`src/logic/dsf_pkg.sv`:
```
// Constants of the slave diagnostic frame builder.
// Assumes a Wishbone classic host and a byte-wide link transmitter.
`default_nettype none
package dsf_pkg;
   // Register byte addresses
   localparam logic [9:0] ADR_FLAGS = 10'h000;
   localparam logic [9:0] ADR_MADDR = 10'h004;
   localparam logic [9:0] ADR_IDENT = 10'h008;
   localparam logic [9:0] ADR_MSG   = 10'h00c;
   localparam logic [9:0] ADR_UPOS  = 10'h010;
   localparam logic [9:0] ADR_STAT  = 10'h014;
   localparam logic [9:0] ADR_RQ    = 10'h018;
   // Process image window, one byte per word
   localparam logic [1:0] IMG_PAGE  = 2'h1;
   localparam int         IMG_DEPTH = 64;
   // Station flag positions in the flag register
   localparam int F_NRDY  = 0;
   localparam int F_CFG   = 1;
   localparam int F_EXT   = 2;
   localparam int F_UNSUP = 3;
   localparam int F_WPRM  = 4;
   localparam int F_NPRM  = 5;
   localparam int F_STAT  = 6;
   localparam int F_RMON  = 7;
   localparam int F_FRZ   = 8;
   localparam int F_SYNC  = 9;
   localparam int F_OVF   = 10;
   localparam int FLAG_W  = 11;
   // Reset values
   localparam logic [FLAG_W-1:0] RST_FLAGS = 11'h001;
   localparam logic [7:0]        RST_MADDR = 8'hff;
   localparam logic [15:0]       RST_IDENT = 16'h0000;
   localparam logic [5:0]        RST_UPOS  = 6'h00;
   // Device-specific header: length 10, code 00
   localparam logic [7:0] DEV_HDR = 8'h0a;
   // Message codes
   localparam logic [7:0] MSG_NONE    = 8'h00;
   localparam logic [7:0] MSG_PRM_LEN = 8'h12;
   localparam logic [7:0] MSG_CFG_LEN = 8'h13;
   localparam logic [7:0] MSG_CFG_ENT = 8'h14;
   localparam logic [7:0] MSG_BUF     = 8'h15;
   localparam logic [7:0] MSG_NO_CFG  = 8'h16;
   localparam logic [7:0] MSG_CMP     = 8'h17;
   localparam logic [7:0] MSG_USER    = 8'h40;
   // Frame byte indexes
   localparam logic [3:0] IDX_FIRST = 4'h0;
   localparam logic [3:0] IDX_HDR   = 4'h6;
   localparam logic [3:0] IDX_USR   = 4'hb;
   localparam logic [3:0] IDX_LAST  = 4'hf;
   // Host diagnostic status byte
   localparam int         UD_VALID  = 0;
   localparam int         UD_DELETE = 1;
   localparam logic [7:0] UD_IGNORE = 8'h03;
   typedef enum {SND_IDLE, SND_BUSY} dsf_snd_t;
endpackage
`default_nettype wire

```
`src/logic/dsf_sticky.sv`:
```
// Sticky event flag, set has priority over clear.
// Assumes set and clear are single-cycle pulses on the same clock.
`default_nettype none
module dsf_sticky (
   input  wire logic clk,
   input  wire logic rst,
   input  wire logic set,
   input  wire logic clr,
   output logic      flag
);
   // Set wins so an event in the clearing cycle is kept
   always_ff @(posedge clk or posedge rst) begin
      if (rst) begin
         flag <= 1'b0;
      end else if (set) begin
         flag <= 1'b1;
      end else if (clr) begin
         flag <= 1'b0;
      end
   end
endmodule
`default_nettype wire

```
`src/logic/dsf_byte_sel.sv`:
```
// Picks one byte of the 16-byte diagnostic frame by index.
// Assumes all field inputs are stable while the caller samples.
`default_nettype none
module dsf_byte_sel #(
   parameter bit IDENT_HI_FIRST = 1'b1
) (
   input  wire logic [3:0]  idx,
   input  wire logic [7:0]  st0,
   input  wire logic [7:0]  st1,
   input  wire logic [7:0]  st2,
   input  wire logic [7:0]  maddr,
   input  wire logic [15:0] ident,
   input  wire logic [7:0]  msg,
   input  wire logic [39:0] user,
   output logic      [7:0]  byte_o
);
   import dsf_pkg::*;
   logic [7:0] frame [16];
   // Standard part
   assign frame[0]  = st0;
   assign frame[1]  = st1;
   assign frame[2]  = st2;
   assign frame[3]  = maddr;
   assign frame[4]  = IDENT_HI_FIRST ? ident[15:8] : ident[7:0];
   assign frame[5]  = IDENT_HI_FIRST ? ident[7:0] : ident[15:8];
   // Device-specific part, reserved bytes zero
   assign frame[6]  = DEV_HDR;
   assign frame[7]  = msg;
   assign frame[8]  = 8'h00;
   assign frame[9]  = 8'h00;
   assign frame[10] = 8'h00;
   assign frame[11] = user[7:0];
   assign frame[12] = user[15:8];
   assign frame[13] = user[23:16];
   assign frame[14] = user[31:24];
   assign frame[15] = user[39:32];
   assign byte_o    = frame[idx];
endmodule
`default_nettype wire

```
`src/logic/dsf_diag_frame.sv`:
```
// Slave diagnostic frame builder with Wishbone register access.
// Assumes a byte-wide transmitter with valid/ready on the link side.
//
// Functional notes
// - Frame is sent on master request and on each write of an error message code; station error flag writes send none.
// - Frame is 16 bytes: standard bytes 0-5, device bytes 6-15.
// - Byte 0 bits 0,5,7 zero; bits 1,2,3,4,6 carry station errors.
// - Byte 1: new param, static, fixed one, monitor, freeze, sync; bit 7 zero.
// - Byte 2 bit 7 flags overflow, bits 0-6 reserved zero.
// - Byte 3 holds master address latched at parametrization.
// - Byte 6 holds length 10 in bits 0-5 and code zero above.
// - Byte 7 holds one message code, 12h-17h errors or 40h user.
// - Bytes 11-15 come live from the host process image.
// - The five user bytes follow their governing status byte.
// - Rising valid bit in the status byte sends the user message.
// - Status value 03h is ignored.
// - The six-byte block sits at a configurable image position.
`default_nettype none
module dsf_diag_frame #(
   parameter bit IDENT_HI_FIRST = 1'b1
) (
   input  wire logic        REF_CLK,
   input  wire logic        SYS_RST,
   input  wire logic        WB_CYC_I,
   input  wire logic        WB_STB_I,
   input  wire logic        WB_WE_I,
   input  wire logic [9:0]  WB_ADR_I,
   input  wire logic [3:0]  WB_SEL_I,
   input  wire logic [31:0] WB_DAT_I,
   output logic      [31:0] WB_DAT_O,
   output logic             WB_ACK_O,
   input  wire logic        DIAG_REQ,
   input  wire logic        PRM_STB,
   input  wire logic [7:0]  PRM_MASTER,
   output logic      [7:0]  FRM_DATA,
   output logic             FRM_VALID,
   output logic             FRM_FIRST,
   output logic             FRM_LAST,
   input  wire logic        FRM_READY
);
   import dsf_pkg::*;

   // Byte-lane merge for register writes
   function automatic logic [31:0] wmask(input logic [31:0] old_v,
                                         input logic [31:0] new_v,
                                         input logic [3:0]  sel);
      logic [31:0] res;
      res = old_v;
      for (int i = 0; i < 4; i++) begin
         if (sel[i]) begin
            res[8*i +: 8] = new_v[8*i +: 8];
         end
      end
      return res;
   endfunction

   // True for the error message codes
   function automatic logic is_err(input logic [7:0] code);
      return (code >= MSG_PRM_LEN) && (code <= MSG_CMP);
   endfunction

   logic [FLAG_W-1:0] flags;
   logic [7:0]        maddr;
   logic [15:0]       ident;
   logic [7:0]        msg_code;
   logic [5:0]        upos;
   logic [15:0]       sent;
   logic [7:0]        img [IMG_DEPTH];
   logic              ud_prev;
   dsf_snd_t          state;
   logic [3:0]        frm_idx;
   logic              pend_req;
   logic              pend_err;
   logic              pend_usr;

   // Bus request decode
   wire        wb_req    = WB_CYC_I & WB_STB_I & ~WB_ACK_O;
   // Writes land at the edge where the master samples ack
   wire        wb_wr     = WB_CYC_I & WB_STB_I & WB_ACK_O & WB_WE_I;
   wire        hit_flags = (WB_ADR_I == ADR_FLAGS);
   wire        hit_maddr = (WB_ADR_I == ADR_MADDR);
   wire        hit_ident = (WB_ADR_I == ADR_IDENT);
   wire        hit_msg   = (WB_ADR_I == ADR_MSG);
   wire        hit_upos  = (WB_ADR_I == ADR_UPOS);
   wire        hit_stat  = (WB_ADR_I == ADR_STAT);
   wire        hit_rq    = (WB_ADR_I == ADR_RQ);
   wire        hit_img   = (WB_ADR_I[9:8] == IMG_PAGE);
   wire [5:0]  img_adr   = WB_ADR_I[7:2];

   // Write strobes per register
   wire        wr_flags  = wb_wr & hit_flags;
   wire        wr_maddr  = wb_wr & hit_maddr;
   wire        wr_ident  = wb_wr & hit_ident;
   wire        wr_msg    = wb_wr & hit_msg & WB_SEL_I[0];
   wire        wr_upos   = wb_wr & hit_upos & WB_SEL_I[0];
   wire        wr_rq     = wb_wr & hit_rq & WB_SEL_I[0] & WB_DAT_I[0];
   wire        wr_img    = wb_wr & hit_img & WB_SEL_I[0];

   // Status word: frame count and pending events
   wire [31:0] stat_word = {sent, 12'h000, pend_usr, pend_err,
                            pend_req, (state == SND_BUSY)};

   // Read data selection, unmapped reads return zero
   wire [31:0] rd_mux =
      hit_flags ? {21'h000000, flags} :
      hit_maddr ? {24'h000000, maddr} :
      hit_ident ? {16'h0000, ident} :
      hit_msg   ? {24'h000000, msg_code} :
      hit_upos  ? {26'h0000000, upos} :
      hit_stat  ? stat_word :
      hit_img   ? {24'h000000, img[img_adr]} :
      32'h00000000;

   // Merged values for byte-lane writes
   wire [31:0] flags_w = wmask({21'h000000, flags}, WB_DAT_I, WB_SEL_I);
   wire [31:0] maddr_w = wmask({24'h000000, maddr}, WB_DAT_I, WB_SEL_I);
   wire [31:0] ident_w = wmask({16'h0000, ident}, WB_DAT_I, WB_SEL_I);

   // Single-cycle ack one edge after the request is seen
   always_ff @(posedge REF_CLK or posedge SYS_RST) begin
      if (SYS_RST) begin
         WB_ACK_O <= 1'b0;
         WB_DAT_O <= 32'h00000000;
      end else begin
         WB_ACK_O <= wb_req;
         WB_DAT_O <= (wb_req & ~WB_WE_I) ? rd_mux : 32'h00000000;
      end
   end

   // Station flags, ident and image position
   always_ff @(posedge REF_CLK or posedge SYS_RST) begin
      if (SYS_RST) begin
         flags <= RST_FLAGS;
         ident <= RST_IDENT;
         upos  <= RST_UPOS;
      end else begin
         if (wr_flags) flags <= flags_w[FLAG_W-1:0];
         if (wr_ident) ident <= ident_w[15:0];
         if (wr_upos)  upos  <= WB_DAT_I[5:0];
      end
   end

   // Master address caught at parametrization
   always_ff @(posedge REF_CLK or posedge SYS_RST) begin
      if (SYS_RST) begin
         maddr <= RST_MADDR;
      end else if (PRM_STB) begin
         maddr <= PRM_MASTER;
      end else if (wr_maddr) begin
         maddr <= maddr_w[7:0];
      end
   end

   // Process image, host writes bytes here
   always_ff @(posedge REF_CLK or posedge SYS_RST) begin
      if (SYS_RST) begin
         for (int i = 0; i < IMG_DEPTH; i++) begin
            img[i] <= 8'h00;
         end
      end else if (wr_img) begin
         img[img_adr] <= WB_DAT_I[7:0];
      end
   end

   // Status byte and the five user bytes right behind it
   wire [7:0]  ud_stat = img[upos];
   wire [39:0] ud_user = {img[6'(upos + 6'd5)], img[6'(upos + 6'd4)],
                          img[6'(upos + 6'd3)], img[6'(upos + 6'd2)],
                          img[6'(upos + 6'd1)]};
   wire        ud_ok   = (ud_stat != UD_IGNORE);
   wire        ud_rise = ud_ok & ud_stat[UD_VALID] & ~ud_prev;
   wire        ud_del  = ud_ok & ud_stat[UD_DELETE];

   // Valid bit history, ignored values leave it alone
   always_ff @(posedge REF_CLK or posedge SYS_RST) begin
      if (SYS_RST) begin
         ud_prev <= 1'b0;
      end else if (ud_ok) begin
         ud_prev <= ud_stat[UD_VALID];
      end
   end

   // Message code: errors, user valid, or deleted
   wire err_set = wr_msg & is_err(WB_DAT_I[7:0]);
   always_ff @(posedge REF_CLK or posedge SYS_RST) begin
      if (SYS_RST) begin
         msg_code <= MSG_NONE;
      end else if (wr_msg) begin
         msg_code <= WB_DAT_I[7:0];
      end else if (ud_rise) begin
         msg_code <= MSG_USER;
      end else if (ud_del && msg_code == MSG_USER) begin
         msg_code <= MSG_NONE;
      end
   end

   // Station status bytes with fixed bits
   wire [7:0] st0 = {1'b0, flags[F_WPRM], 1'b0, flags[F_UNSUP],
                     flags[F_EXT], flags[F_CFG], flags[F_NRDY],
                     1'b0};
   wire [7:0] st1 = {2'b00, flags[F_SYNC], flags[F_FRZ], flags[F_RMON],
                     1'b1, flags[F_STAT], flags[F_NPRM]};
   wire [7:0] st2 = {flags[F_OVF], 7'h00};

   // Send triggers and frame walk control
   wire       any_pend = pend_req | pend_err | pend_usr;
   wire       start    = (state == SND_IDLE) & any_pend;
   wire       take     = FRM_VALID & FRM_READY;
   wire       at_last  = (frm_idx == IDX_LAST);
   wire [3:0] sel_idx  = start ? IDX_FIRST : 4'(frm_idx + 4'd1);
   wire [7:0] sel_byte;

   // Pending events, cleared when a frame starts
   dsf_sticky u_pend_req (
      .clk  (REF_CLK),
      .rst  (SYS_RST),
      .set  (DIAG_REQ | wr_rq),
      .clr  (start),
      .flag (pend_req)
   );
   dsf_sticky u_pend_err (
      .clk  (REF_CLK),
      .rst  (SYS_RST),
      .set  (err_set),
      .clr  (start),
      .flag (pend_err)
   );
   dsf_sticky u_pend_usr (
      .clk  (REF_CLK),
      .rst  (SYS_RST),
      .set  (ud_rise),
      .clr  (start),
      .flag (pend_usr)
   );

   // Frame byte for the next index
   dsf_byte_sel #(
      .IDENT_HI_FIRST (IDENT_HI_FIRST)
   ) u_sel (
      .idx    (sel_idx),
      .st0    (st0),
      .st1    (st1),
      .st2    (st2),
      .maddr  (maddr),
      .ident  (ident),
      .msg    (msg_code),
      .user   (ud_user),
      .byte_o (sel_byte)
   );

   // Byte sender, data held until the link takes it
   always_ff @(posedge REF_CLK or posedge SYS_RST) begin
      if (SYS_RST) begin
         state     <= SND_IDLE;
         frm_idx   <= IDX_FIRST;
         FRM_DATA  <= 8'h00;
         FRM_VALID <= 1'b0;
         FRM_FIRST <= 1'b0;
         FRM_LAST  <= 1'b0;
         sent      <= 16'h0000;
      end else if (start) begin
         state     <= SND_BUSY;
         frm_idx   <= IDX_FIRST;
         FRM_DATA  <= sel_byte;
         FRM_VALID <= 1'b1;
         FRM_FIRST <= 1'b1;
         FRM_LAST  <= 1'b0;
      end else if (state == SND_BUSY && take) begin
         if (at_last) begin
            state     <= SND_IDLE;
            FRM_VALID <= 1'b0;
            FRM_LAST  <= 1'b0;
            sent      <= 16'(sent + 16'd1);
         end else begin
            frm_idx   <= sel_idx;
            FRM_DATA  <= sel_byte;
            FRM_FIRST <= 1'b0;
            FRM_LAST  <= (sel_idx == IDX_LAST);
         end
      end
   end
endmodule
`default_nettype wire

```
`config.mk`:
```
export PLATFORM = sky130hd
export DESIGN_NAME = dsf_diag_frame
export DESIGN_NICKNAME = d
export VERILOG_FILES = /design/src/logic/dsf_pkg.sv /design/src/logic/dsf_sticky.sv /design/src/logic/dsf_byte_sel.sv /design/src/logic/dsf_diag_frame.sv
export SDC_FILE = /design/constraint.sdc
export NUM_CORES = 2
export LEC_CHECK = 0
export BUFFER_PORTS_ARGS = -buffer_cell sky130_fd_sc_hd__buf_2
export CAP_MARGIN = 10
export CORE_MARGIN = 10
export CORE_UTILIZATION = 59
export CTS_BUF_LIST = sky130_fd_sc_hd__clkbuf_2
export CTS_CLUSTER_SIZE = 12
export DETAILED_ROUTE_END_ITERATION = 10
export PLACE_DENSITY = 0.85
export SYNTH_ARGS = -nofsm -noshare
export SYNTH_HDL_FRONTEND = slang
export SYNTH_SLANG_ARGS = --single-unit
```
`constraint.sdc`:
```
create_clock -name REF_CLK -period 61.7 [get_ports REF_CLK]
set_input_delay 9.255 -clock REF_CLK [delete_from_list [all_inputs] [get_ports REF_CLK]]
set_output_delay 9.255 -clock REF_CLK [all_outputs]
set_load 0.05 [all_outputs]
```
Word level (Yosys, flattened, before mapping)
Index checks and enable logic that the tools add are counted.
W data, S select, Z words.
{ "classes": {"n_reduce_logical": 22, "bitwise_logic": 38, "n_lt_le_gt_ge": 11, "n_mux": 64, "add_sub_neg": 7, "n_eq_ne": 13} }
{ "op_table": {"columns": ["op", "count"], "rows": [
  ["$bwmux W512", 1],
  ["$bmux W8 S6", 7],
  ["$mux W32", 10],
  ["$mux W8", 27],
  ["$ge A7 B7 Y1 const B", 7],
  ["$not A6 Y7", 7],
  ["$demux W8 S6", 1],
  ["$bmux W8 S4", 1],
  ["$eq A32 B2 Y1 const B", 1],
  ["$logic_not A32 Y1", 1],
  ["$eq A10 B5 Y1 const B", 3],
  ["$and A1 B1 Y1", 23],
  ["$eq A10 B4 Y1 const B", 2],
  ["$add A16 B1 Y16 const B", 1],
  ["$mux W4", 4],
  ["$reduce_and A2 Y1", 7],
  ["$reduce_bool A2 Y1", 7],
  ["$mux W1", 13],
  ["$add A6 B2 Y6 const B", 2],
  ["$add A6 B3 Y6 const B", 2],
  ["$eq A10 B3 Y1 const B", 1],
  ["$logic_not A10 Y1", 1],
  ["$eq A4 B4 Y1 const B", 2],
  ["$eq A8 B7 Y1 const B", 1],
  ["15 further kinds", 23]
]} }
{ "word_totals": {"regBits": 661} }

Depth between registers and ports, before layout
{ "depth": {"word_depth": 12, "mapped_depth": 21, "depth_no_buf": 10} }

By module
A second synthesis with hierarchy kept.
{ "hier_totals": {"cells_unflattened": 3089, "area_unflattened_um2": 47326.6} }
{ "by_module_without_submodules": {"columns": ["mod", "seq_area_each_um2", "n_inst", "cells_per_inst", "area_per_inst_um2"], "rows": [
  ["dsf_diag_frame", 15676.3, 1, 2977, 46311.9],
  ["dsf_byte_sel", 0.0, 1, 100, 894.6],
  ["dsf_sticky", 25.0, 3, 4, 40.0]
]} }

Least setup slack after synthesis
No wires, ideal clock.
{ "synth_path": {"kind": "input to register", "start": "input WB_ADR_I[2]", "end": "register WB_DAT_O[4]", "stages": 11, "required_ns": 61.573, "arrival_time_ns": 11.700, "slack_ns": 49.872, "path_cell_list": "buf_2 > buf_2 > buf_1 > mux4_2 > mux4_2 > mux2i_1 > nor2_1 > a311oi_1 > o22ai_1 > nand2_1 > o21ai_0"} }
{ "synth_between": {"elab_chain_len": 12} }
{ "synth_lines": {"columns": ["element", "line_no", "text"], "rows": [
  ["start: declaration", "dsf_diag_frame.sv:27", "input wire logic [9:0] WB_ADR_I,"],
  ["$not A6 Y7 (implied by the code)", "dsf_diag_frame.sv:111", "hit_img ? {24'h000000, img[img_adr]} :"],
  ["$bmux W8 S6", "dsf_diag_frame.sv:111", null],
  ["$mux W8 (implied by the code) (2 in series)", "dsf_diag_frame.sv:111", null],
  ["$mux W8", "dsf_diag_frame.sv:111", null],
  ["$mux W32", "dsf_diag_frame.sv:110", "hit_stat ? stat_word :"],
  ["$mux W32", "dsf_diag_frame.sv:109", "hit_upos ? {26'h0000000, upos} :"],
  ["$mux W32", "dsf_diag_frame.sv:108", "hit_msg ? {24'h000000, msg_code} :"],
  ["$mux W32", "dsf_diag_frame.sv:107", "hit_ident ? {16'h0000, ident} :"],
  ["$mux W32", "dsf_diag_frame.sv:106", "hit_maddr ? {24'h000000, maddr} :"],
  ["$mux W32 (*)", "dsf_diag_frame.sv:105", "hit_flags ? {21'h000000, flags} :"],
  ["$mux W32 (*)", "dsf_diag_frame.sv:126", "WB_DAT_O <= (wb_req & ~WB_WE_I) ? rd_mux : 32'h00000000;"],
  ["end signal: assignment", "dsf_diag_frame.sv:126", null],
  ["end: declaration", "dsf_diag_frame.sv:30", "output logic [31:0] WB_DAT_O,"]
]} }
Every way passes the cells marked *; elsewhere a longest branch is shown, timed or not. The select of a mux whose other input is x is not followed.
A chain may end at the register's enable or synchronous reset.

Worst setup path after layout
{ "layout_path": {"start": "input WB_ADR_I[2]", "end": "register WB_DAT_O[6]"} }
Same word-level chain as after synthesis.

==> metrics.md <==
| Metric | Value |
|---|---|
| Status | `finished with violations` |
| Failing checks | `DRC` |
| Total congestion overflow | `0` |
| CP startpoint kind | `primary input` |
| DR DRC count | `14` |
| Setup_tns | `0 ps` |
| Vias post-DR | `36130` |
| FFs w/ async S/R, synth | `100.0%` |
| Peak Freq | `79.85 MHz` |
| # IOs | `106` |
| CTS H-tree lvls | `4` |
| Finish-stage setup viols | `0` |
| Final nets | `between 3000 and 4000` |
| Worst min path class | `register to register` |
| Final clock period utilization by the worst path | `20.30%` |
| Layout cells sized above 1 | `53.57%` |
| Root Buffer | `clkbuf_2` |
| Post-Syn Nets | `approximately 3200` |
| Design Area, Final | `49890 um2` |
| Crit Reg-Reg Endpoint | `msg_code[6]` |
| Leakage | `21.19 nW` |
| Synth cell types | `75` |
| Hpwl dp | `105500 um` |
| RSZ-0062 raised after global routing | `false` |
| Pre-CTS setup slack | `47870 ps` |
| Final min period | `between 10000 and 15000 ps` |
| Finished Layout Cells | `4401` |
| Max Clock Skew | `70.52 ps` |
| TritonCTS Buffers | `164` |
| Ys Warns | `0` |
| Die area | `91930 um2` |
| Core area | `79260 um2` |
| Final WS setup | `49180 ps` |
| Post-CTS Resized | `0` |
| Post-Synthesis Cells | `3171` |
| Vias in the first global route | `35150` |
| Die H | `303.2 um` |
| Die width | `between 300 and 400 um` |
| Sequential fraction of the synthesis area | `33.29%` |
| TritonCTS clock tree | `built` |
| Layout filler cell count | `5549` |
| Starting Density | `roughly three fifths` |
| CTS Hold Buffers Added | `0` |
| Post-synth EDFFs | `0` |
| VDD IR max | `roughly 0.024 mV` |
| CTS sink cnt | `629` |
| Setup crit start | `WB_ADR_I[2]` |
| CTS clk-pin slew, worst paths | `110 ps` |
| Area growth syn-to-layout | `5.434%` |
| GRT Overall Usage | `between 30% and 40%` |
| Final ANT Viol Nets | `0` |
| Via density | `around 8.2` |
| Rows | `103` |
| Worst EP required | `63030 ps` |
| Crit Path Max Fanout | `around 80` |
| Critical Path AT | `13850 ps` |
| Mean post-synth cell area | `14.92 um2` |
| Max-cap viol count | `0` |
| Critical Path Sink Type | `register` |
| Drt total wl | `162300 um` |
| Total power | `around 920 uW` |
| Worst r2r path cells | `12` |
| Final Slew Violations | `0` |
| Synth Register Bits | `roughly 630` |
| Largest net degree at the start of global routing | `150` |
| First-pass GRT wire length | `238500 um` |
| 1st-iter DRT viols | `6374` |
| RePlAce Congestion | `1.060` |
| Routed WL per cell | `36.87 um` |
| Syn Std Cell Area | `roughly 47000 um2` |
| Post-CTS setup repair buffer count | `0` |
| Power density over the cells | `18.37 nW/um2` |
| Crit path kind | `primary input to register` |
| Tightest Pin Transition | `1408 ps` |
| DR pass1 iterations | `11` |
| IO Port Bufs | `87` |
| Placed cells | `4095` |
| Latest clock arrival within the worst-skew pair | `1450 ps` |
| Dpl cell area | `between 40000 and 50000 um2` |
| Worst r2r src | `upos[0]` |
| Initial antenna violation count | `24` |
| Hold Fails Final Rpt | `0` |
| Flop2flop setup slack | `54920 ps` |
| Dominant synthesized flop cell | `dfrtp_1` |
| CP Capture Point | `WB_DAT_O[6]` |
| Slew HR | `5.818%` |
| Max Buffers Root-to-Sink | `3` |
-- power breakdown --
group | leakage (nW) | internal [mW] | switching, mW | total (mW)
logic | 11.3 | 0.0432 | 0.123 | 0.166
clock network | 1.17 | 0.130 | 0.192 | 0.322
registers | 8.68 | 0.419 | 0.00932 | 0.429
total | 21.2 | 0.592 | 0.324 | 0.916
-- through the flow --
step	utilization, %	hold WS [ps]
final	62.95	468.7
after global routing	62.91	493.8
after CTS	62.87	468.5
after detailed placement	60.88	449.3
after global placement	60.88	450.6
after floorplan	-	433.6
-- Yosys cell counts (21+ instances only) --
cell type | n | share of area [%]
and2_1 | 23 | 0.30
o21ai_0 | 81 | 0.86
nor4_1 | 21 | 0.28
mux2_2 | 512 | 12
nor2_1 | 106 | 0.84
dfrtp_1 | 620 | 33
mux4_1 | 29 | 1.6
o22ai_1 | 32 | 0.42
buf_2 | 82 | 0.87
xnor2_1 | 24 | 0.44
clkbuf_1 | 125 | 0.99
buf_6 | 30 | 0.71
mux4_2 | 808 | 38
nor3_1 | 33 | 0.35
mux2i_1 | 79 | 1.7
buf_4 | 22 | 0.35
a21oi_1 | 37 | 0.39
nand3_1 | 41 | 0.43
buf_1 | 25 | 0.20
nand2_1 | 224 | 1.8
-- layer usage --
| metal | GRT usage (%) | up-vias | part of all wire [%] |
|---|---|---|---|
| met3 | 19.43 | 973 | 18 |
| li1 | - | 13330 | - |
| met1 | 42.67 | 18160 | 31 |
| met2 | 48.09 | 3632 | 42 |
| met4 | 25.54 | 32 | 9.3 |
| met5 | 2.380 | - | 0.29 |
-- flip-flops by register name (all words and copies together) (netlist names) --
signal	flops
FRM_LAST	1
ident	16
WB_DAT_O	32
maddr	8
img	512
msg_code	8
u_pend_err.flag	1
flags	11
u_pend_req.flag	1
sent	16
WB_ACK_O	1
upos	6
state	1
FRM_DATA	8
frm_idx	4
ud_prev	1
FRM_FIRST	1
u_pend_usr.flag	1
-- logic make-up (layout without fill, tap and decap cells) --
| group | count (synthesis) | in the layout | share of synthesized area [%] |
|---|---|---|---|
| AO/OA/AOI/OAI | 242 | 242 | 3.258 |
| XOR/XNOR | 37 | 37 | 0.7483 |
| adder cells (fa/ha/maj) | 9 | 9 | 0.2380 |
| buffers and inverters | 312 | 477 | 3.572 |
| flip-flops | 629 | 629 | 33.29 |
| multiplexers | 1429 | 1429 | 53.98 |
| other | 0 | 15 | 0 |
| AND/OR/NAND/NOR | 513 | 513 | 4.918 |
-- worst min-delay path by stage --
| stage | cells past startpoint | to | start |
|---|---|---|---|
| 2_1_floorplan | 1 | sent[15] | sent[15] |
| 3_3_place_gp | 1 | sent[15] | sent[15] |
| 3_5_place_dp | 1 | sent[15] | sent[15] |
| 4_1_cts | 1 | sent[15] | sent[15] |
| 5_1_grt | 1 | sent[15] | sent[15] |
| 6_report | 1 | sent[15] | sent[15] |
-- critical path, cell delays in order --
cell and delay, ps:
buf_8 670, buf_4 820, buf_4 680, mux4_2 610, mux2i_1 310, o22ai_1 270
nor3_1 490, a21oi_1 290, a21oi_1 180, nor3_1 80
-- cells in the final DEF, fill, tap and decap left out, types with 23 or more instances in the layout --
master    Yosys  final
buf_4        22     73
and2_1       23     23
mux2_2      512    512
clkbuf_2      0    226
mux4_1       29     29
nand3_1      41     41
nor2_1      106    106
nor3_1       33     32
buf_2        82     85
a21oi_1      37     37
dfrtp_1     620    617
mux2i_1      79     79
o22ai_1      32     32
nand2_1     224    224
o21ai_0      81     81
mux4_2      808    808
clkinv_1      3     39
-- area by class of cell --
class                   instances  area [um2]  area share [%]
well taps                    1050        1314           2.633
clock inverters                63       452.9          0.9079
flip-flops and latches        629       15760           31.59
repair buffers                167        1119           2.242
diodes                         15       37.54         0.07524
inverters                      21       86.33          0.1730
multi-input cells            2230       29990           60.11
clock buffers                 226        1131           2.267
Note: power is estimated with default switching activity, not from simulation.
